===== config.mk =====
export PLATFORM = sky130hd
export DESIGN_NAME = amf_status_top
export DESIGN_NICKNAME = d
export VERILOG_FILES = /design/src/design/amf_pkg.sv /design/src/design/amf_sync3.sv /design/src/design/amf_pulse_timer.sv /design/src/design/amf_status_top.sv
export SDC_FILE = /design/constraint.sdc
export NUM_CORES = 1
export LEC_CHECK = 0
export ABC_CLOCK_PERIOD_IN_PS = 3220
export BUFFER_PORTS_ARGS = -buffer_cell sky130_fd_sc_hd__buf_2
export CAP_MARGIN = 20
export CORE_AREA = 2 2 228 230
export CTS_CLUSTER_DIAMETER = 150
export CTS_CLUSTER_SIZE = 25
export DETAILED_ROUTE_END_ITERATION = 12
export DIE_AREA = 0 0 230 232
export PLACE_DENSITY = 0.43
export RECOVER_POWER = 25
export SETUP_SLACK_MARGIN = 0.15
export SLEW_MARGIN = 20
export SYNTH_ARGS = -nofsm -noshare
export SYNTH_HDL_FRONTEND = slang
export SYNTH_HIERARCHICAL = 1
export SYNTH_SLANG_ARGS = --single-unit

===== constraint.sdc =====
create_clock -name CLK -period 3.22 [get_ports CLK]
set_clock_uncertainty 0.15 [all_clocks]
set_input_delay 0.322 -clock CLK [delete_from_list [all_inputs] [get_ports CLK]]
set_output_delay 0.322 -clock CLK [all_outputs]
set_load 0.1 [all_outputs]

===== src/design/amf_pkg.sv =====
// amf_pkg: register indices, field positions, reset values, irq timing
// assumes a 50 MHz core clock; byte address of a register is 4 * index
package amf_pkg;
    localparam int CLK_HZ = 50_000_000;
    localparam int CLK_PER_US = CLK_HZ / 1_000_000;
    // irq pulse 3 ms, repeat period 4 ms
    localparam int IRQ_PULSE_US = 3000;
    localparam int IRQ_PERIOD_US = 4000;
    localparam int IRQ_PULSE_CYC = IRQ_PULSE_US * CLK_PER_US;
    localparam int IRQ_PERIOD_CYC = IRQ_PERIOD_US * CLK_PER_US;

    localparam int ADDR_W = 10;
    localparam int NUM_COND = 34;

    localparam logic [7:0] IDX_MASK_PROT = 8'h3B;
    localparam logic [7:0] IDX_MASK_DIAG = 8'h3C;
    localparam logic [7:0] IDX_MASK_CLK = 8'h3D;
    localparam logic [7:0] IDX_MASK_THERM = 8'h40;
    localparam logic [7:0] IDX_MASK_BO = 8'h41;
    localparam logic [7:0] IDX_LIVE_CLK = 8'h44;
    localparam logic [7:0] IDX_LIVE_THERM = 8'h47;
    localparam logic [7:0] IDX_LIVE_BO = 8'h48;
    localparam logic [7:0] IDX_LT_PROT = 8'h49;
    localparam logic [7:0] IDX_LT_DIAG = 8'h4A;
    localparam logic [7:0] IDX_LT_CLK = 8'h4B;
    localparam logic [7:0] IDX_LT_THERM = 8'h4F;
    localparam logic [7:0] IDX_TDM_TYPE = 8'h51;
    localparam logic [7:0] IDX_CTRL = 8'h5C;

    localparam logic [7:0] RST_MASK_PROT = 8'hFC;
    localparam logic [7:0] RST_MASK_DIAG = 8'hBF;
    localparam logic [7:0] RST_MASK_CLK = 8'hDF;
    localparam logic [7:0] RST_MASK_THERM = 8'hF6;
    localparam logic [7:0] RST_MASK_BO = 8'h00;
    localparam logic [4:0] RST_CTRL_HI = 5'h03;
    localparam logic [1:0] RST_PIN_CFG = 2'h1;

    localparam int BIT_PLL = 7;
    localparam int BIT_BAT = 5;
    localparam int BIT_TH2 = 7;
    localparam int BIT_TDM = 2;
    localparam int BIT_FUSE = 6;
    localparam int BIT_DONE = 5;
    localparam int BIT_RES_HI = 4;
    localparam int BIT_RES_LO = 3;
    localparam int BIT_GAIN = 0;
    localparam int BIT_CLR = 2;
    localparam int CTRL_HI_LO = 3;
    localparam logic [7:0] SHUT_THERM_MASK = 8'h0F;

    localparam logic [1:0] LOAD_OPEN = 2'h1;
    localparam logic [1:0] LOAD_SHORT = 2'h2;
    localparam logic [1:0] RESP_OKAY = 2'h0;
    localparam logic [1:0] RESP_DECODE = 2'h3;

    typedef enum logic [1:0] {
        AMF_IRQ_LIVE,
        AMF_IRQ_LATCHED,
        AMF_IRQ_PULSE_ONCE,
        AMF_IRQ_PULSE_REPEAT
    } amf_irq_mode_e;
endpackage


===== src/design/amf_sync3.sv =====
// amf_sync3: three-flop synchroniser for asynchronous condition levels
// assumes inputs are slow levels; a change is taken once stages 2 and 3 agree
`timescale 1ns/10ps
`default_nettype none
module amf_sync3 #(
    parameter int W = 8
) (
    input wire logic clk,
    input wire logic reset_n,
    input wire logic ce,
    input wire logic [W-1:0] d,
    output logic [W-1:0] q
);
    typedef struct packed {
        logic [W-1:0] s1;
        logic [W-1:0] s2;
        logic [W-1:0] s3;
        logic [W-1:0] q;
    } amf_sync_s;

    amf_sync_s r_reg;
    amf_sync_s r_next;

    always_comb begin
        r_next = r_reg;
        r_next.s1 = d;
        r_next.s2 = r_reg.s1;
        r_next.s3 = r_reg.s2;
        // s1 is never looked at here: s2/s3 decide, and q holds while they differ
        r_next.q = (r_reg.s2 & r_reg.s3) | (r_reg.q & (r_reg.s2 | r_reg.s3));
    end

    always_ff @(posedge clk or negedge reset_n) begin
        if (!reset_n) begin
            r_reg <= '0;
        end else if (ce) begin
            r_reg <= r_next;
        end
    end

    assign q = r_reg.q;
endmodule
`default_nettype wire


===== src/design/amf_pulse_timer.sv =====
// amf_pulse_timer: irq pulse generator, one shot or repeating
// assumes trig is a one-cycle event and rpt a level from the same clock
`timescale 1ns/10ps
`default_nettype none
module amf_pulse_timer #(
    parameter int PULSE_CYC = amf_pkg::IRQ_PULSE_CYC,
    parameter int PERIOD_CYC = amf_pkg::IRQ_PERIOD_CYC
) (
    input wire logic clk,
    input wire logic reset_n,
    input wire logic ce,
    input wire logic trig,
    input wire logic rpt,
    output logic pulse
);
    localparam int CW = $clog2(PERIOD_CYC + 1);

    typedef struct packed {
        logic active;
        logic [CW-1:0] cnt;
    } amf_tmr_s;

    amf_tmr_s r_reg;
    amf_tmr_s r_next;

    always_comb begin
        r_next = r_reg;
        if (!r_reg.active) begin
            if (trig || rpt) begin
                r_next.active = 1'b1;
                r_next.cnt = '0;
            end
        end else if (r_reg.cnt == CW'(PERIOD_CYC - 1)) begin
            // events inside a running period are absorbed by it
            r_next.active = rpt;
            r_next.cnt = '0;
        end else begin
            r_next.cnt = r_reg.cnt + 1'b1;
        end
    end

    always_ff @(posedge clk or negedge reset_n) begin
        if (!reset_n) begin
            r_reg <= '0;
        end else if (ce) begin
            r_reg <= r_next;
        end
    end

    assign pulse = r_reg.active && (r_reg.cnt < CW'(PULSE_CYC));
endmodule
`default_nettype wire


===== src/design/amf_status_top.sv =====
// amf_status_top: live and latched fault flags, masks, irq pin, Avalon-MM slave
// assumes condition inputs are asynchronous levels; bus is on CLK
//
// The Avalon-MM interface to the registers is this design's own decision.
`timescale 1ns/10ps
`default_nettype none
module amf_status_top #(
    parameter int PULSE_CYC = amf_pkg::IRQ_PULSE_CYC,
    parameter int PERIOD_CYC = amf_pkg::IRQ_PERIOD_CYC
) (
    input wire logic CLK,
    input wire logic RESET_N,
    input wire logic CE,
    input wire logic [amf_pkg::ADDR_W-1:0] ADDRESS,
    input wire logic READ,
    input wire logic WRITE,
    input wire logic [31:0] WRITEDATA,
    input wire logic [3:0] BYTEENABLE,
    output logic [31:0] READDATA,
    output logic [1:0] RESPONSE,
    output logic WAITREQUEST,
    input wire logic PLL_CLOCK_FAULT,
    input wire logic BATTERY_UNDERVOLTAGE,
    input wire logic [7:0] THERMAL_REGULATOR,
    input wire logic [7:0] BROWNOUT,
    input wire logic [7:0] PROTECTION_EVENTS,
    input wire logic FUSE_CHECKSUM_ERROR,
    input wire logic LOAD_DIAG_DONE,
    input wire logic [1:0] LOAD_DIAG_RESULT,
    input wire logic GAIN_LIMITER,
    input wire logic [2:0] FRAME_CLOCK_ERROR_TYPE,
    output logic SHUTDOWN,
    output logic IRQ_N
);
    typedef amf_pkg::amf_irq_mode_e amf_irq_mode_e;

    typedef struct packed {
        logic [7:0] lt_prot;
        logic [7:0] lt_diag;
        logic [7:0] lt_clk;
        logic [7:0] lt_therm;
        logic [2:0] tdm_type;
        logic [7:0] mask_prot;
        logic [7:0] mask_diag;
        logic [7:0] mask_clk;
        logic [7:0] mask_therm;
        logic [7:0] mask_bo;
        logic [4:0] ctrl_hi;
        logic clr;
        logic [1:0] pin_cfg;
        logic ack;
        logic [7:0] rdata;
        logic [1:0] resp;
        logic [23:0] live_prev;
        logic irq;
        logic shutdown;
    } amf_state_s;

    localparam amf_state_s RST_STATE = '{
        mask_prot: amf_pkg::RST_MASK_PROT,
        mask_diag: amf_pkg::RST_MASK_DIAG,
        mask_clk: amf_pkg::RST_MASK_CLK,
        mask_therm: amf_pkg::RST_MASK_THERM,
        mask_bo: amf_pkg::RST_MASK_BO,
        ctrl_hi: amf_pkg::RST_CTRL_HI,
        pin_cfg: amf_pkg::RST_PIN_CFG,
        default: '0
    };

    amf_state_s r_reg;
    amf_state_s r_next;

    logic [amf_pkg::NUM_COND-1:0] cond_sync;
    logic pll_s;
    logic bat_s;
    logic [7:0] live_therm;
    logic [7:0] live_bo;
    logic [7:0] ev_prot;
    logic fuse_s;
    logic done_s;
    logic [1:0] res_s;
    logic gain_s;
    logic [2:0] type_s;
    logic [7:0] live_clk;
    logic [23:0] live_unm;
    logic live_any;
    logic live_event;
    logic [1:0] lt_res;
    logic diag_unm;
    logic lt_any;
    logic pulse;
    logic tmr_trig;
    logic tmr_rpt;
    amf_irq_mode_e mode;
    logic req;
    logic first;
    logic commit;
    logic aligned;
    logic [7:0] idx;
    logic [7:0] rd_mux;
    logic hit;

    // fault sources come from analog blocks, not from CLK
    amf_sync3 #(
        .W(amf_pkg::NUM_COND)
    ) u_sync (
        .clk(CLK),
        .reset_n(RESET_N),
        .ce(CE),
        .d({PLL_CLOCK_FAULT, BATTERY_UNDERVOLTAGE, THERMAL_REGULATOR, BROWNOUT,
            PROTECTION_EVENTS, FUSE_CHECKSUM_ERROR, LOAD_DIAG_DONE, LOAD_DIAG_RESULT,
            GAIN_LIMITER, FRAME_CLOCK_ERROR_TYPE}),
        .q(cond_sync)
    );

    assign {pll_s, bat_s, live_therm, live_bo, ev_prot, fuse_s, done_s, res_s, gain_s,
            type_s} = cond_sync;

    amf_pulse_timer #(
        .PULSE_CYC(PULSE_CYC),
        .PERIOD_CYC(PERIOD_CYC)
    ) u_tmr (
        .clk(CLK),
        .reset_n(RESET_N),
        .ce(CE),
        .trig(tmr_trig),
        .rpt(tmr_rpt),
        .pulse(pulse)
    );

    assign live_clk = (8'(pll_s) << amf_pkg::BIT_PLL) | (8'(bat_s) << amf_pkg::BIT_BAT);
    assign live_unm = {live_clk & ~r_reg.mask_clk, live_therm & ~r_reg.mask_therm,
                       live_bo & ~r_reg.mask_bo};
    assign live_any = |live_unm;
    assign live_event = |(live_unm & ~r_reg.live_prev);
    assign lt_res = r_reg.lt_diag[amf_pkg::BIT_RES_HI:amf_pkg::BIT_RES_LO];
    assign diag_unm = (r_reg.lt_diag[amf_pkg::BIT_FUSE] & ~r_reg.mask_diag[amf_pkg::BIT_FUSE])
        | (r_reg.lt_diag[amf_pkg::BIT_DONE] & ~r_reg.mask_diag[amf_pkg::BIT_DONE])
        | ((lt_res == amf_pkg::LOAD_OPEN) & ~r_reg.mask_diag[amf_pkg::BIT_RES_LO])
        | ((lt_res == amf_pkg::LOAD_SHORT) & ~r_reg.mask_diag[amf_pkg::BIT_RES_HI])
        | (r_reg.lt_diag[amf_pkg::BIT_GAIN] & ~r_reg.mask_diag[amf_pkg::BIT_GAIN]);
    assign lt_any = diag_unm | |(r_reg.lt_prot & ~r_reg.mask_prot)
        | |(r_reg.lt_clk & ~r_reg.mask_clk) | |(r_reg.lt_therm & ~r_reg.mask_therm);
    assign mode = amf_irq_mode_e'(r_reg.pin_cfg);
    assign tmr_trig = (mode == amf_pkg::AMF_IRQ_PULSE_ONCE) && live_event;
    assign tmr_rpt = (mode == amf_pkg::AMF_IRQ_PULSE_REPEAT) && lt_any;

    // one wait state: request seen, answer on the next edge
    assign req = READ || WRITE;
    assign first = req && !r_reg.ack;
    assign commit = req && r_reg.ack;
    assign aligned = (ADDRESS[1:0] == 2'h0);
    assign idx = ADDRESS[amf_pkg::ADDR_W-1:2];

    always_comb begin
        rd_mux = 8'h00;
        hit = aligned;
        unique case (idx)
            amf_pkg::IDX_MASK_PROT: rd_mux = r_reg.mask_prot;
            amf_pkg::IDX_MASK_DIAG: rd_mux = r_reg.mask_diag;
            amf_pkg::IDX_MASK_CLK: rd_mux = r_reg.mask_clk;
            amf_pkg::IDX_MASK_THERM: rd_mux = r_reg.mask_therm;
            amf_pkg::IDX_MASK_BO: rd_mux = r_reg.mask_bo;
            amf_pkg::IDX_LIVE_CLK: rd_mux = live_clk;
            amf_pkg::IDX_LIVE_THERM: rd_mux = live_therm;
            amf_pkg::IDX_LIVE_BO: rd_mux = live_bo;
            amf_pkg::IDX_LT_PROT: rd_mux = r_reg.lt_prot;
            amf_pkg::IDX_LT_DIAG: rd_mux = r_reg.lt_diag;
            amf_pkg::IDX_LT_CLK: rd_mux = r_reg.lt_clk;
            amf_pkg::IDX_LT_THERM: rd_mux = r_reg.lt_therm;
            amf_pkg::IDX_TDM_TYPE: rd_mux = {5'h00, r_reg.tdm_type};
            amf_pkg::IDX_CTRL: rd_mux = {r_reg.ctrl_hi, r_reg.clr, r_reg.pin_cfg};
            default: hit = 1'b0;
        endcase
        if (!aligned) begin
            rd_mux = 8'h00;
        end
    end

    always_comb begin
        r_next = r_reg;
        r_next.ack = first;
        if (first) begin
            r_next.rdata = rd_mux;
            r_next.resp = hit ? amf_pkg::RESP_OKAY : amf_pkg::RESP_DECODE;
        end
        // latches: set wins over a clear in the same cycle
        r_next.clr = 1'b0;
        if (r_reg.clr) begin
            r_next.lt_prot = '0;
            r_next.lt_diag = '0;
            r_next.lt_clk = '0;
            r_next.lt_therm = '0;
            r_next.tdm_type = '0;
        end
        r_next.lt_prot = r_next.lt_prot | ev_prot;
        r_next.lt_clk = r_next.lt_clk | live_clk;
        r_next.lt_therm = r_next.lt_therm | live_therm;
        if (ev_prot[amf_pkg::BIT_TDM]) begin
            r_next.tdm_type = r_next.tdm_type | type_s;
        end
        r_next.lt_diag[amf_pkg::BIT_FUSE] = r_next.lt_diag[amf_pkg::BIT_FUSE] | fuse_s;
        r_next.lt_diag[amf_pkg::BIT_DONE] = r_next.lt_diag[amf_pkg::BIT_DONE] | done_s;
        r_next.lt_diag[amf_pkg::BIT_GAIN] = r_next.lt_diag[amf_pkg::BIT_GAIN] | gain_s;
        // result only means something at completion
        if (done_s) begin
            r_next.lt_diag[amf_pkg::BIT_RES_HI:amf_pkg::BIT_RES_LO] = res_s;
        end
        if (commit && WRITE && aligned && BYTEENABLE[0]) begin
            unique case (idx)
                amf_pkg::IDX_MASK_PROT: r_next.mask_prot = WRITEDATA[7:0];
                amf_pkg::IDX_MASK_DIAG: r_next.mask_diag = WRITEDATA[7:0];
                amf_pkg::IDX_MASK_CLK: r_next.mask_clk = WRITEDATA[7:0];
                amf_pkg::IDX_MASK_THERM: r_next.mask_therm = WRITEDATA[7:0];
                amf_pkg::IDX_MASK_BO: r_next.mask_bo = WRITEDATA[7:0];
                amf_pkg::IDX_CTRL: begin
                    r_next.ctrl_hi = WRITEDATA[7:amf_pkg::CTRL_HI_LO];
                    r_next.clr = WRITEDATA[amf_pkg::BIT_CLR];
                    r_next.pin_cfg = WRITEDATA[1:0];
                end
                default: r_next.ctrl_hi = r_reg.ctrl_hi;
            endcase
        end
        r_next.live_prev = live_unm;
        unique case (mode)
            amf_pkg::AMF_IRQ_LIVE: r_next.irq = live_any;
            amf_pkg::AMF_IRQ_LATCHED: r_next.irq = lt_any;
            amf_pkg::AMF_IRQ_PULSE_ONCE: r_next.irq = pulse;
            amf_pkg::AMF_IRQ_PULSE_REPEAT: r_next.irq = pulse;
        endcase
        r_next.shutdown = pll_s || bat_s || |(live_therm & amf_pkg::SHUT_THERM_MASK)
            || live_bo[amf_pkg::BIT_TH2];
    end

    always_ff @(posedge CLK or negedge RESET_N) begin
        if (!RESET_N) begin
            r_reg <= RST_STATE;
        end else if (CE) begin
            r_reg <= r_next;
        end
    end

    assign WAITREQUEST = first;
    assign READDATA = {24'h000000, r_reg.rdata};
    assign RESPONSE = r_reg.resp;
    assign SHUTDOWN = r_reg.shutdown;
    assign IRQ_N = !r_reg.irq;
endmodule
`default_nettype wire


==> flow_metrics.py, run 1 <==
metrics = {
    "status": {
        "status": "finished, violations left",
        "failed_checks": "max-capacitance violations, max-slew violations",
    },
    "global_routing": {
        "grt_max_degree": 135,
        "grt_overflow": 0,
        "antenna_found_initial": 0,
        "grtUsageTotal": 0.128,
        "grt_pass1_vias": 8487,
        "wire_length_of_the_first_global_routing_pass_um": 53300,
    },
    "logic_synthesis": {
        "synth.area.top_cells": "sky130_fd_sc_hd__dfrtp_1, sky130_fd_sc_hd__mux2_2, sky130_fd_sc_hd__dfstp_2",
        "avgSynthCellArea_um2": 11.2,
        "synthesis.area_um2": 12600,
        "flops_latches_synth": 259,
        "post_synth_num_cell_types": 81,
        "ys_dominant_reg_cell": "sky130_fd_sc_hd__dfrtp_1",
        "synth_most_common_cell": "sky130_fd_sc_hd__dfrtp_1",
        "share_of_async_settable_or_async_resettable_flops_after_synthesis": 1.00,
        "synth_seq_area_share": 0.519,
        "yosys.area.top_type": "sky130_fd_sc_hd__dfrtp_1",
        "netlist_instances": 1123,
        "synth.yosys.warnings": 6,
        "synth_enable_flop_cells": 0,
        "netlist_top_cells_count": "sky130_fd_sc_hd__dfrtp_1, sky130_fd_sc_hd__mux2_2, sky130_fd_sc_hd__inv_1",
        "synth_top_area_frac": 0.459,
    },
    "clock_tree": {
        "h-tree-depth": 1,
        "cts.sinks": 259,
        "cts_inserted_buffers": 14,
        "cts.repair_timing.setup_buffer_count": 0,
        "worst_setup_hold_path_clk_slew_ns": 0.12,
        "cts_max_path_buffers": 3,
        "clk-insertion-delay-late_ns": 0.53,
        "root_buffer": "sky130_fd_sc_hd__clkbuf_16",
        "cts_tree": "yes",
    },
    "critical_path": {
        "cp.arrival_ns": 3.16,
        "worst-path-buf-inv": 3,
        "critical-path-slowest-cell": "sky130_fd_sc_hd__dfstp_2",
        "critical_path_depth": 12,
        "setup.worst_path.start_class": "flop",
        "critical-path-top-delay-family": "compound AO/OA/AOI/OAI gates",
        "setup.worst_path.end_class": "flop",
        "critical_path.cell_chain": "nor3b_1, a2111oi_2, buf_4, nand2_1, a2111oi_4, buf_4, a311oi_2, or3_1, nand2_1, buf_4, o31ai_1, a22oi_1",
        "critPathMaxFanout": 6,
        "critical-path-max-stage-delay_ns": 0.56,
        "worst-r2r-cell-count": 12,
        "worstSetupPathType": "flop to flop",
        "crit_path_required_time_ns": 3.50,
        "critPathMostFrequentCell": "sky130_fd_sc_hd__buf_4",
    },
    "final_layout": {
        "areaGrowthSynthToFinish_pct": 14.5,
        "layout-drive-gt1-share": 0.264,
        "num_antenna_cells": 0,
        "largest_register_ff_count": 90,
        "final_core_utilization": 0.283,
        "nNetsFinal": 1300,
    },
    "sta": {
        "fmax_mhz": 347,
        "timing.final.crit_share": 0.895,
        "timing.slew.headroom": -0.465,
        "worst_pin_slew_ns": 2.20,
        "report.final.slew_viol_count": 190,
        "rsz0062_at_grt": "true",
        "fin_tns_setup_ns": 0,
        "worst_slack_ns": 0.339,
        "finalHoldViolations": 0,
        "finalSetupViolations": 0,
        "timing.final.crit_period_ns": 2.88,
        "holdWs_ns": 0.0314,
    },
    "route": {
        "drt_first_iter_violations": 594,
        "ant_nets": 0,
        "drtPass1Iterations": 5,
        "route.detailed.vias_per_inst": 4.60,
        "wl_um": 34100,
        "post-route-drc-count": 0,
        "drt-wirelength-per-cell_um": 17.9,
        "num_vias": 8752,
    },
    "place": {
        "numPortBuffers": 70,
        "detailed_placer_s_ending_hpwl_um": 24200,
        "dp_worst_setup_slack_ns": 0.0282,
        "weighted_congestion_at_the_end_of_routability_driven_global_placement": 0.877,
    },
    "floorplan": {
        "die_height_um": 232,
        "dieArea_um2": 53400,
        "floorplan.die.width_um": 230,
        "initial_cell_density_of_the_core": 0.247,
        "num_rows": 83,
        "floorplan.core_area_um2": 50900,
        "ios": 122,
    },
    "worst_hold_path": {
        "hold_path_class": "input pin to flop",
        "timing.hold.worst_path_depth": 2,
    },
    "power": {
        "power.total_mw": 7.92,
        "power-per-cell-area_nw_per_um2": 551,
        "peakVddDrop_mv": 0.282,
        "power_leakage_nw": 6.18,
    },
    "flow_run": {
        "max_cap_viol_count": 3,
    },
}
==> routing by layer <==
| layer | global-route usage | wire length [um] | vias up |
|---|---|---|---|
| li1 | - | - | 4125 |
| met1 | 0.190 | 16900 | 4385 |
| met2 | 0.196 | 15200 | 212 |
| met3 | 0.0151 | 1380 | 30 |
| met4 | 0.0339 | 650 | 0 |
| met5 | 0 | 0 | - |
==> final timing paths <==
kind / start / endpoint / slack (ns)
setup / recovery: r_reg[59] / u_tmr/r_reg[15] / 0.34
hold / removal: WRITEDATA[4] / r_reg[81] / 0.03
setup reg to reg: r_reg[59] / u_tmr/r_reg[15] / 0.34
hold reg to reg: u_sync/r_next[90] / u_sync/r_next[56] / 0.34
max in group asynchronous: RESET_N / u_sync/r_next[63] / 0.65
min in group asynchronous: RESET_N / u_sync/r_next[100] / 0.84
==> area by class of cell <==
| class | instances | area (um^2) |
|---|---|---|
| fill | 5395 | 36500 |
| sequential | 259 | 6520 |
| multi-input combinational | 687 | 5050 |
| timing repair buffer | 172 | 1240 |
| tap | 680 | 851 |
| clock buffer | 23 | 405 |
| inverter | 80 | 300 |
| clock inverter | 1 | 16.3 |
==> metrics by stage <==
step                instances  area, um^2
finish                   1902       14400
global route             1902       14400
CTS                      1902       14400
detailed placement       1836       13600
global placement         1836       13600
floorplan                1146       12600
==> power breakdown <==
group          total, mW  switching [mW]  internal (mW)
sequential          4.12           0.378           3.74
clock               2.06            1.17          0.892
combinational       1.75           0.983          0.762
total               7.92            2.53           5.39
==> cells in the final DEF, fill, tap and decap left out, types with 14 or more instances in the layout <==
master and n:
sky130_fd_sc_hd__nor2b_1 22, sky130_fd_sc_hd__nand2_1 78, sky130_fd_sc_hd__a21oi_1 44, sky130_fd_sc_hd__nand2b_1 40
sky130_fd_sc_hd__o21ai_0 60, sky130_fd_sc_hd__clkbuf_16 15, sky130_fd_sc_hd__buf_2 68, sky130_fd_sc_hd__dfstp_2 29
sky130_fd_sc_hd__conb_1 24, sky130_fd_sc_hd__o2bb2ai_1 39, sky130_fd_sc_hd__mux2_2 130, sky130_fd_sc_hd__dfrtp_1 230
sky130_fd_sc_hd__a22o_1 27, sky130_fd_sc_hd__a22oi_1 21, sky130_fd_sc_hd__inv_1 80, sky130_fd_sc_hd__buf_4 55
sky130_fd_sc_hd__nor2_1 14, sky130_fd_sc_hd__dlygate4sd3_1 42
==> kinds of logic after synthesis <==
kind of cell             synth area share
flip-flops                          0.519
AO/OA/AOI/OAI                       0.148
buffers and inverters              0.0884
AND/OR/NAND/NOR                     0.116
multiplexers                        0.123
adder cells (fa/ha/maj)          0.000997
other                            0.000299
XOR/XNOR                          0.00419
==> worst reg2reg max path, stage by stage (launching register included) <==
cell and delay, ns:
sky130_fd_sc_hd__dfstp_2 0.56, sky130_fd_sc_hd__nor3b_1 0.06, sky130_fd_sc_hd__a2111oi_2 0.37, sky130_fd_sc_hd__buf_4 0.17, sky130_fd_sc_hd__nand2_1 0.07, sky130_fd_sc_hd__a2111oi_4 0.23, sky130_fd_sc_hd__buf_4 0.17, sky130_fd_sc_hd__a311oi_2 0.08
sky130_fd_sc_hd__or3_1 0.41, sky130_fd_sc_hd__nand2_1 0.13, sky130_fd_sc_hd__buf_4 0.14, sky130_fd_sc_hd__o31ai_1 0.08, sky130_fd_sc_hd__a22oi_1 0.14
==> what timing repair did <==
item	CTS	global route
hold buffers	42	0
resized for setup	3	4
setup endpoints to repair	14	11
hold endpoints to repair	116	0
Power figures use the tool's default switching activity.
==> run 2: changes to the inputs <==
--- a/config.mk
+++ b/config.mk
@@ -14,7 +14,7 @@
 export DETAILED_ROUTE_END_ITERATION = 12
 export DIE_AREA = 0 0 230 232
 export PLACE_DENSITY = 0.43
-export RECOVER_POWER = 25
+export RECOVER_POWER = 50
 export SETUP_SLACK_MARGIN = 0.15
 export SLEW_MARGIN = 20
 export SYNTH_ARGS = -nofsm -noshare
==> flow_metrics.py, run 2 (same netlist as run 1, synthesis figures left out) <==
metrics = {
    "final_layout": {
        "seq_area_um2": 6520,
        "layout.cells.non_filler": 1902,
        "nNetsFinal": 1300,
        "layout-drive-gt1-share": 0.263,
        "mostFrequentLayoutCell": "sky130_fd_sc_hd__dfrtp_1",
        "num_antenna_cells": 0,
        "areaGrowthSynthToFinish_pct": 14.5,
        "largest_register_ff_count": 90,
        "num-fill-cells": 5395,
        "most_used_cells_in_the_layout_excluding_fill_and_tap_cells": "sky130_fd_sc_hd__dfrtp_1, sky130_fd_sc_hd__mux2_2, sky130_fd_sc_hd__inv_1",
        "final_core_utilization": 0.283,
        "multi_input_area_um2": 5050,
    },
    "status": {
        "failed_checks": "max-capacitance violations, max-slew violations",
        "status": "finished, violations left",
    },
    "place": {
        "detailed_placer_s_ending_hpwl_um": 24200,
        "weighted_congestion_at_the_end_of_routability_driven_global_placement": 0.877,
        "numPortBuffers": 70,
        "number_of_cells_in_the_design_after_placement": 1836,
    },
    "floorplan": {
        "num_rows": 83,
        "die_height_um": 232,
        "ios": 122,
        "initial_cell_density_of_the_core": 0.247,
        "dieArea_um2": 53400,
        "floorplan.die.width_um": 230,
        "floorplan.core_area_um2": 50900,
    },
    "critical_path": {
        "critical-path-max-stage-delay_ns": 0.56,
        "critical_path.endpoint": "u_tmr/r_reg[15]",
        "critical-path-slowest-cell": "sky130_fd_sc_hd__dfstp_2",
        "startpoint": "r_reg[59]",
        "critical_path.cell_chain": "nor3b_1, a2111oi_2, buf_4, nand2_1, a2111oi_4, buf_4, a311oi_2, or3_1, nand2_1, buf_4, o31ai_1, a22oi_1",
        "critPathMaxFanout": 6,
        "worst-r2r-setup-slack_ns": 0.34,
        "rr_startpoint": "r_reg[59]",
        "worst-r2r-cell-count": 12,
        "critPathMostFrequentCell": "sky130_fd_sc_hd__buf_4",
        "setup.worst_path.start_class": "flop",
        "worstSetupPathType": "flop to flop",
        "r2r_end": "u_tmr/r_reg[15]",
        "setup.worst_path.end_class": "flop",
        "crit_path_required_time_ns": 3.50,
        "cp.arrival_ns": 3.16,
    },
    "route": {
        "route.detailed.vias_per_inst": 4.61,
        "drt_first_iter_violations": 667,
        "drt-wirelength-per-cell_um": 17.9,
        "ant_nets": 0,
        "num_vias": 8771,
        "post-route-drc-count": 0,
        "drtPass1Iterations": 5,
        "wl_um": 34100,
    },
    "power": {
        "peakVddDrop_mv": 0.282,
        "power_leakage_nw": 6.18,
        "power-per-cell-area_nw_per_um2": 551,
    },
    "sta": {
        "finalSetupViolations": 0,
        "rsz0062_at_grt": "true",
        "fmax_mhz": 348,
        "timing.slew.headroom": -0.458,
        "timing.final.crit_share": 0.893,
        "fin_tns_setup_ns": 0,
        "finalHoldViolations": 0,
        "worst_pin_slew_ns": 2.19,
        "report.final.slew_viol_count": 190,
        "timing.final.crit_period_ns": 2.88,
    },
    "global_routing": {
        "grtUsageTotal": 0.128,
        "antenna_found_initial": 0,
        "grt_overflow": 0,
        "wire_length_of_the_first_global_routing_pass_um": 53300,
        "grt_pass1_vias": 8487,
        "grt_max_degree": 135,
    },
    "clock_tree": {
        "cts_max_path_buffers": 3,
        "cts.repair_timing.setup_buffer_count": 0,
        "h-tree-depth": 1,
        "root_buffer": "sky130_fd_sc_hd__clkbuf_16",
        "cts.sinks": 259,
        "clk-insertion-delay-late_ns": 0.53,
        "worst_setup_hold_path_clk_slew_ns": 0.12,
        "cts_inserted_buffers": 14,
        "cts_tree": "yes",
    },
    "worst_hold_path": {
        "worst_hold_startpoint": "WRITEDATA[4]",
        "hold_path_class": "input pin to flop",
    },
    "flow_run": {
        "max_cap_viol_count": 3,
    },
}
## run 2: stage by stage
step           power [mW]  worst slack (ns)  hold WS [ns]  cell area [um^2]
6_report             7.92             0.345        0.0354             14400
3_5_place_dp         5.88            0.0282         0.213             13600
5_1_grt              8.38             0.126        0.0247             14400
4_1_cts              8.04             0.196       0.00757             14400
3_3_place_gp         5.84             0.138         0.209             13600
2_1_floorplan        5.37             0.573        -0.124             12600
## run 2: worst min-delay path by stage
stage                          to  slack (ns)  depth (start not counted)
2_1_floorplan         READDATA[0]       -0.12                          0
5_1_grt                 r_reg[65]        0.02                          2
3_5_place_dp   u_sync/r_next[100]        0.21                          1
4_1_cts                  r_reg[9]       0.008                          3
6_report                r_reg[81]        0.04                          2
3_3_place_gp   u_sync/r_next[101]        0.21                          1
## run 2: layout make-up
class                           instances  share of cell area
Clock buffer                           23              0.0282
Multi-Input combinational cell        687               0.351
Clock inverter                          1             0.00113
Inverter                               80              0.0209
Timing Repair Buffer                  172              0.0862
Tap cell                              680              0.0592
Sequential cell                       259               0.453
## run 2: power breakdown
| part | internal (mW) | leakage, nW | total (mW) | switching [mW] |
|---|---|---|---|---|
| Combinational | 0.762 | 2.99 | 1.74 | 0.981 |
| Sequential | 3.74 | 2.99 | 4.12 | 0.380 |
| Clock | 0.892 | 0.202 | 2.06 | 1.17 |
## run 2: metal layers
| metal | wire length [um] | track usage | vias to the layer above |
|---|---|---|---|
| met4 | 687 | 0.0339 | 0 |
| met1 | 16800 | 0.190 | 4378 |
| met3 | 1520 | 0.0151 | 32 |
| met2 | 15100 | 0.196 | 239 |
| met5 | 0 | 0 | - |
| li1 | - | - | 4122 |
## run 2: worst max-delay path, delay by kind of cell (launching register included)
| family | cells | cell delay [ns] |
|---|---|---|
| compound gates | 5 | 0.90 |
| buf+inv | 3 | 0.48 |
| flops | 1 | 0.56 |
| simple gates | 4 | 0.66 |
## run 2: what timing repair did
| action | in CTS | in global routing |
|---|---|---|
| gates resized for setup | 3 | 4 |
| hold buffers | 42 | 0 |
| setup endpoints to repair | 14 | 11 |
| endpoints found under the hold margin | 116 | 0 |
